`config.mk`:
```
export PLATFORM = sky130hd
export DESIGN_NAME = qhb_host_flat
export DESIGN_NICKNAME = d
export VERILOG_FILES = /design/src/qhb_pkg.sv /design/src/qhb_if.sv /design/src/qhb_host.sv /design/src/flat_wrapper.sv
export VERILOG_INCLUDE_DIRS = /design/src /design/src/src
export SDC_FILE = /design/constraint.sdc
export NUM_CORES = 1
export LEC_CHECK = 0
export ABC_AREA = 1
export BUFFER_PORTS_ARGS = -buffer_cell sky130_fd_sc_hd__clkbuf_2
export CAP_MARGIN = 15
export CELL_PAD_IN_SITES_DETAIL_PLACEMENT = 0
export CELL_PAD_IN_SITES_GLOBAL_PLACEMENT = 1
export CORE_UTILIZATION = 45
export CTS_CLUSTER_DIAMETER = 200
export DETAILED_ROUTE_END_ITERATION = 12
export PLACE_DENSITY = 0.85
export SYNTH_ARGS = -nofsm -noshare
export SYNTH_HDL_FRONTEND = slang
export SYNTH_SLANG_ARGS = --single-unit
```
`constraint.sdc`:
```
create_clock -name pclk -period 3.7 [get_ports pclk]
set_input_delay 0 -clock pclk [delete_from_list [all_inputs] [get_ports pclk]]
set_output_delay 0 -clock pclk [all_outputs]
set_load 0.005 [all_outputs]
```
`src/qhb_regs.svh`:
```
// constants of the quad half-bridge control block
// assumes a 20 MHz pclk; included by both ends
`ifndef QHB_REGS_SVH
`define QHB_REGS_SVH
// Behaviour
// - enable low puts output high impedance
// - enable high drives output to level
// - fast decay PWM on enable, slow on level
// - slow decay: enables high, PWM one level
// - fast decay: fixed levels, PWM both enables
// - sleep low stops the charge pump
// - persistent limit disables channel, raises fault
// - overcurrent latch clears only by reset/power
// - either FET side limit trips overcurrent
// - thermal disables all, auto resumes
// - low supply disables all, resets logic
// - reset low clears logic, disables drivers
// - sleep disables bridges, clocks, ignores inputs
// - host waits 1 ms after wake
// - host drives reset and sleep high
// - overcurrent deglitch is 5 us
// ----------------------------------------
// timing
// ----------------------------------------
`define QHB_CLK_HZ        20000000
`define QHB_OCP_DEGLITCH_NS 5000
`define QHB_OCP_CYCLES    ((`QHB_OCP_DEGLITCH_NS * (`QHB_CLK_HZ / 1000000) + 999) / 1000)
`define QHB_WAKE_US       1000
`define QHB_WAKE_CYCLES   (`QHB_WAKE_US * (`QHB_CLK_HZ / 1000000))
// ----------------------------------------
// host register map (apb)
// ----------------------------------------
`define QHB_REG_CTRL      12'h000
`define QHB_REG_STAT      12'h004
`define QHB_CTRL_RESET    32'h0000_0000
// ctrl fields
`define QHB_CTRL_MODE_LSB 0
`define QHB_CTRL_DIR_BIT  2
`define QHB_CTRL_CLR_BIT  4
`define QHB_CTRL_SLP_BIT  5
`define QHB_CTRL_DUTY_LSB 8
`define QHB_CTRL_PER_LSB  16
`endif

```
`src/qhb_pkg.sv`:
```
// types of the quad half-bridge control block
// assumes qhb_regs.svh for the numbers
package qhb_pkg;
    typedef enum logic [3:0] {
        QHB_COAST = 4'h1,
        QHB_SLOW  = 4'h2,
        QHB_FAST  = 4'h4,
        QHB_BRAKE = 4'h8
    } qhb_mode_t;
endpackage

```
`src/qhb_if.sv`:
```
// link between host controller and driver logic
// assumes the bench resolves fault_flag_low from its enable
`timescale 1ns/10ps
interface qhb_if #(parameter int CH = 4);
    logic [CH-1:0] level_cmd;
    logic [CH-1:0] drive_allow;
    logic          logic_clear_low;
    logic          low_power_req_low;
    logic          fault_flag_low_oe;
    logic          fault_flag_low_in;
    modport host (
        output level_cmd, drive_allow, logic_clear_low, low_power_req_low,
        input  fault_flag_low_in
    );
    modport dev (
        input  level_cmd, drive_allow, logic_clear_low, low_power_req_low,
        output fault_flag_low_oe
    );
endinterface

```
`src/qhb_host.sv`:
```
// host end: apb registers steering pwm on one channel pair
// assumes fault_flag_low_in resolved with pull-up by the bench
`timescale 1ns/10ps
`include "qhb_regs.svh"
module qhb_host #(
    parameter int CH           = 4,
    parameter int WAKE_CYCLES  = `QHB_WAKE_CYCLES
) (
    // clock and reset
    input  wire logic        pclk,
    input  wire logic        presetn,
    // apb slave
    input  wire logic        psel,
    input  wire logic        penable,
    input  wire logic        pwrite,
    input  wire logic [11:0] paddr,
    input  wire logic [31:0] pwdata,
    output logic      [31:0] prdata,
    output logic             pready,
    output logic             pslverr,
    // link
    qhb_if.host              lnk
);
    // ----------------------------------------
    // registers
    // ----------------------------------------
    logic [31:0] ctrl_q;
    logic [31:0] prdata_q;
    logic [15:0] wake_q;
    logic [7:0]  pcnt_q;
    logic        pwm;
    logic        acc;
    qhb_pkg::qhb_mode_t mode;

    assign acc     = psel && penable;
    assign pready  = 1'b1;
    assign pslverr = acc && paddr != `QHB_REG_CTRL && paddr != `QHB_REG_STAT;
    assign prdata  = prdata_q;

    always_ff @(posedge pclk or negedge presetn) begin
        if (!presetn) begin
            ctrl_q <= `QHB_CTRL_RESET;
        end else if (acc && pwrite && paddr == `QHB_REG_CTRL) begin
            ctrl_q <= pwdata;
        end
    end

    // read data registered in setup so it is valid in access
    always_ff @(posedge pclk or negedge presetn) begin
        if (!presetn) begin
            prdata_q <= 32'h0000_0000;
        end else if (psel && !penable && !pwrite) begin
            case (paddr)
                `QHB_REG_CTRL: prdata_q <= ctrl_q;
                `QHB_REG_STAT: prdata_q <= {30'h0, wake_q == 16'h0000, !lnk.fault_flag_low_in};
                default:       prdata_q <= 32'h0000_0000;
            endcase
        end
    end

    // ----------------------------------------
    // pwm and wake timer
    // ----------------------------------------
    always_ff @(posedge pclk or negedge presetn) begin
        if (!presetn) begin
            pcnt_q <= 8'h00;
        end else if (pcnt_q >= ctrl_q[`QHB_CTRL_PER_LSB +: 8]) begin
            pcnt_q <= 8'h00;
        end else begin
            pcnt_q <= pcnt_q + 8'h01;
        end
    end
    assign pwm = pcnt_q < ctrl_q[`QHB_CTRL_DUTY_LSB +: 8];

    // long wake counts slow simulations down; width covers 20000
    always_ff @(posedge pclk or negedge presetn) begin
        if (!presetn) begin
            wake_q <= 16'h0000;
        end else if (ctrl_q[`QHB_CTRL_SLP_BIT]) begin
            wake_q <= 16'(WAKE_CYCLES);
        end else if (wake_q != 16'h0000) begin
            wake_q <= wake_q - 16'h0001;
        end
    end

    always_comb begin
        case (ctrl_q[`QHB_CTRL_MODE_LSB +: 2])
            2'h1:    mode = qhb_pkg::QHB_SLOW;
            2'h2:    mode = qhb_pkg::QHB_FAST;
            2'h3:    mode = qhb_pkg::QHB_BRAKE;
            default: mode = qhb_pkg::QHB_COAST;
        endcase
    end

    // ----------------------------------------
    // link drive, channels 0 and 1 form the pair
    // ----------------------------------------
    logic dir;
    logic busy;
    assign dir  = ctrl_q[`QHB_CTRL_DIR_BIT];
    assign busy = wake_q != 16'h0000;
    assign lnk.logic_clear_low   = !ctrl_q[`QHB_CTRL_CLR_BIT];
    assign lnk.low_power_req_low = !ctrl_q[`QHB_CTRL_SLP_BIT];

    always_comb begin
        lnk.level_cmd   = '0;
        lnk.drive_allow = '0;
        if (!busy) begin
            case (mode)
                qhb_pkg::QHB_SLOW: begin
                    lnk.drive_allow[1:0] = 2'h3;
                    lnk.level_cmd[1:0]   = dir ? {pwm, 1'b0} : {1'b0, pwm};
                end
                qhb_pkg::QHB_FAST: begin
                    lnk.drive_allow[1:0] = {pwm, pwm};
                    lnk.level_cmd[1:0]   = dir ? 2'h2 : 2'h1;
                end
                qhb_pkg::QHB_BRAKE: begin
                    lnk.drive_allow[1:0] = 2'h3;
                end
                qhb_pkg::QHB_COAST: begin
                    lnk.drive_allow = '0;
                end
                default: begin
                    lnk.drive_allow = '0;
                end
            endcase
        end
    end
endmodule

```
`src/flat_wrapper.sv`:
```
// flat-port wrapper written by rule: the top's interface ports become plain ports
module qhb_host_flat 
#(
    parameter int CH           = 4,
    parameter int WAKE_CYCLES  = `QHB_WAKE_CYCLES
)
  (pclk, presetn, psel, penable, pwrite, paddr, pwdata, prdata, pready, pslverr, lnk_level_cmd, lnk_drive_allow, lnk_logic_clear_low, lnk_low_power_req_low, lnk_fault_flag_low_in);
  qhb_if #(.CH(CH)) lnk_i ();
  input  wire logic pclk;
  input  wire logic presetn;
  input  wire logic psel;
  input  wire logic penable;
  input  wire logic pwrite;
  input  wire logic [11:0] paddr;
  input  wire logic [31:0] pwdata;
  output logic      [31:0] prdata;
  output logic pready;
  output logic pslverr;
  output wire logic [$bits(lnk_i.level_cmd)-1:0] lnk_level_cmd;
  output wire logic [$bits(lnk_i.drive_allow)-1:0] lnk_drive_allow;
  output wire logic [$bits(lnk_i.logic_clear_low)-1:0] lnk_logic_clear_low;
  output wire logic [$bits(lnk_i.low_power_req_low)-1:0] lnk_low_power_req_low;
  input wire logic [$bits(lnk_i.fault_flag_low_in)-1:0] lnk_fault_flag_low_in;
  assign lnk_level_cmd = lnk_i.level_cmd;
  assign lnk_drive_allow = lnk_i.drive_allow;
  assign lnk_logic_clear_low = lnk_i.logic_clear_low;
  assign lnk_low_power_req_low = lnk_i.low_power_req_low;
  assign lnk_i.fault_flag_low_in = lnk_fault_flag_low_in;
  qhb_host #(.CH(CH), .WAKE_CYCLES(WAKE_CYCLES)) u_core (.pclk(pclk), .presetn(presetn), .psel(psel), .penable(penable), .pwrite(pwrite), .paddr(paddr), .pwdata(pwdata), .prdata(prdata), .pready(pready), .pslverr(pslverr), .lnk(lnk_i));
endmodule
```
==> impl_metrics.yaml <==
route:
  vias: 3842
  wl_um: 10360
  wl_met3_um: 498
  detail-route-antenna-nets: 0
  routedWlPerCell_um: 13.22
  met2_length_um: 4806
  top_layer: "met4"
  drt_iter0_markers: 147
  drc: 0
  viasPerCell: 4.901
  wl_met1_um: 4966
  drtPass1Iterations: 4
grt:
  grt_pass1_vias: 3788
  grt_util_all_layers_pct: 20.39
  gr-total-overflow: 0
  grt_first_pass_wirelength_um: 17840
  grt_max_degree: 52
  antenna_found_initial: 0
worst_setup_path:
  required_ns: 3.70
  cp_max_fo: 4
  arrival_ns: 2.24
  cp-end-kind: "output pin"
  critPathKind: "flip-flop to output pin"
  cp-start-kind: "flip-flop"
placed_design:
  gp_congestion: 0.8305
  dpl-instance-area_mm2: 0.005180
  pre_cts_ws_ns: 1.647
  hpwl_um: 7423
  place_inst: 733
  numPortBuffers: 88
synth:
  syn-instance-count: 530
  avgSynthCellArea_um2: 8.886
  yosysUniqueCellTypes: 37
  ys.flop_type: "dfrtp_1"
  synth_edf_count: 0
  yosys_warnings: 0
  synth_seq_cells: 88
  synth_seq_area_share_pct: 46.76
  async_flop_share_pct: 100.0
  syn-cell-area_mm2: 0.004710
timing:
  clock-skew-final_ns: 0.009866
  layout_setup_ws_ns: 1.456
  setup_violations: 0
  fin_crit_sh_pct: 60.66
  tightest_slew_ns: 1.020
  fin_crit_ns: 2.244
  finalMaxSlewViolations: 0
  hold_viol: 0
  setup_tns_ns: 0
  fmax_mhz: 445.6
  maxSlewHeadroom_pct: 31.74
  rsz0062_at_grt: "false"
layout:
  diodes: 0
  area.growth.synth_to_final_pct: 21.71
  design_area_mm2: 0.005732
  nets: 717
  layout-drive-gt1-share_pct: 29.80
  fin_cells: 784
power_and_ir_drop:
  powerDensity_mw_per_mm2: 397.5
  ir_drop_uv: 240.9
  total_power_mw: 2.279
  p_leak_nw: 2.852
cts:
  cts_setup_buffers: 0
  cts_buffer_depth: 2
  htree_levels: 3
  cts_tree: "built"
  clk_latency_ns: 0.36
  clock-sinks: 88
  numCtsBuffers: 9
  clk_transition_reported_paths_ns: 0.09
  cts_hold_buf: 35
  cts_root_buffer: "clkbuf_8"
  cts_resized: 0
floorplan:
  rows: 36
  dieWidth_um: 104.3
  core_region_area_mm2: 0.009955
  boundaryPins: 94
  dieArea_mm2: 0.01088
  initial_utilization_pct: 47.31
  die_y_um: 104.3
min_path:
  hp-class: "primary input to flip-flop"
status:
  status: "finished clean"
flow_run:
  cap_violations: 0
## synthesized netlist by cell type (all sizes together) (3+ instances only)
cell type	instances	area (µm²)
a21oi	13	65.06
buf	21	160.2
dfrtp	88	2202
ha	21	262.8
inv	81	304.0
nand2	129	556.8
nand3	18	90.09
nand3b	3	22.52
nand4	7	58.81
nor2	52	232.7
nor3	4	25.02
o21ai	51	375.4
o31ai	17	177.7
or2	4	25.03
xor2	6	52.55
## logic make-up after synthesis
logic type                 share of synthesized area, %
AOI/OAI and AO/OA                                 14.00
xor gates and xnor gates                          1.302
adders and majority gates                         5.579
buffers and inverters                             10.02
DFF                                               46.76
other                                            0.1595
and+or+nand+nor                                   22.18
## critical path: stages, from the launching register on
cell and delay [ns]:
dfrtp_1 0.42, inv_1 0.11, ha_1 0.23, nand2_2 0.12
nor2_2 0.18, nand3_1 0.12, nor2_2 0.15, nand2_1 0.06
a21oi_1 0.29, clkbuf_2 0.18
## registers in the layout (all words and copies together) (netlist names)
name and cells:
u_core.ctrl_q 32, u_core.prdata 32, u_core.wake_q 16, u_core.pcnt_q 8
## per-stage QoR
step	util, %	hold slack [ns]
after floorplan	-	-0.2956
after detailed placement	52.04	0.06890
after global routing	57.58	0.05088
final	57.58	0.03875
after CTS	57.58	0.009932
after global placement	52.04	0.07178
## path summary, 6_finish.rpt
path                                              start                       endpoint  slack (ns)  depth (start not counted)
hold / removal                                 paddr[2]   u_core.prdata[0]$_DFFE_PN0P_        0.04                          4
max in group asynchronous                       presetn   u_core.prdata[6]$_DFFE_PN0P_        2.55                          3
setup reg to reg           u_core.wake_q[0]$_DFFE_PN0P_   u_core.wake_q[0]$_DFFE_PN0P_        2.02                          8
min in group asynchronous                       presetn  u_core.ctrl_q[11]$_DFFE_PN0P_        0.22                          2
hold reg to reg            u_core.prdata[6]$_DFFE_PN0P_   u_core.prdata[6]$_DFFE_PN0P_        0.49                          2
setup / recovery           u_core.wake_q[0]$_DFFE_PN0P_             lnk_drive_allow[0]        1.46                          9
## cells in the final DEF (no fill, tap or decap), types with 7 or more instances in the layout
cell type,netlist,layout
nand2_1,100,99
dfrtp_1,88,88
clkbuf_2,0,87
inv_1,80,80
nor2_1,43,43
dlygate4sd3_1,0,35
o21ai_2,32,32
nand2_2,29,30
ha_1,21,21
nand3_1,18,18
a21oi_1,13,13
o21ai_1,10,10
o31ai_2,10,10
o21ai_0,9,9
clkbuf_8,0,9
o31ai_1,7,7
## final cells by class
type / count / area (µm²)
Tap cell: 133 / 166.4
Multi-Input combinational cell: 341 / 2049
Inverter: 81 / 304.0
Clock inverter: 7 / 77.57
Clock buffer: 9 / 123.9
Sequential cell: 88 / 2202
Timing Repair Buffer: 125 / 808.3
Fill cell: 924 / 4223
## per-layer routing
layer | vias to the layer above | global-route usage [%]
met5 | - | 0
met4 | 0 | 4.694
met3 | 9 | 5.013
met2 | 96 | 32.45
met1 | 1829 | 27.94
li1 | 1908 | -
## power by group
| part | switching (mW) | internal (mW) | leakage, nW | total, mW |
|---|---|---|---|---|
| logic | 0.261 | 0.188 | 1.55 | 0.449 |
| clock network | 0.370 | 0.320 | 0.101 | 0.689 |
| registers | 0.0885 | 1.05 | 1.20 | 1.14 |
Note: power is estimated with default switching activity, not from simulation.
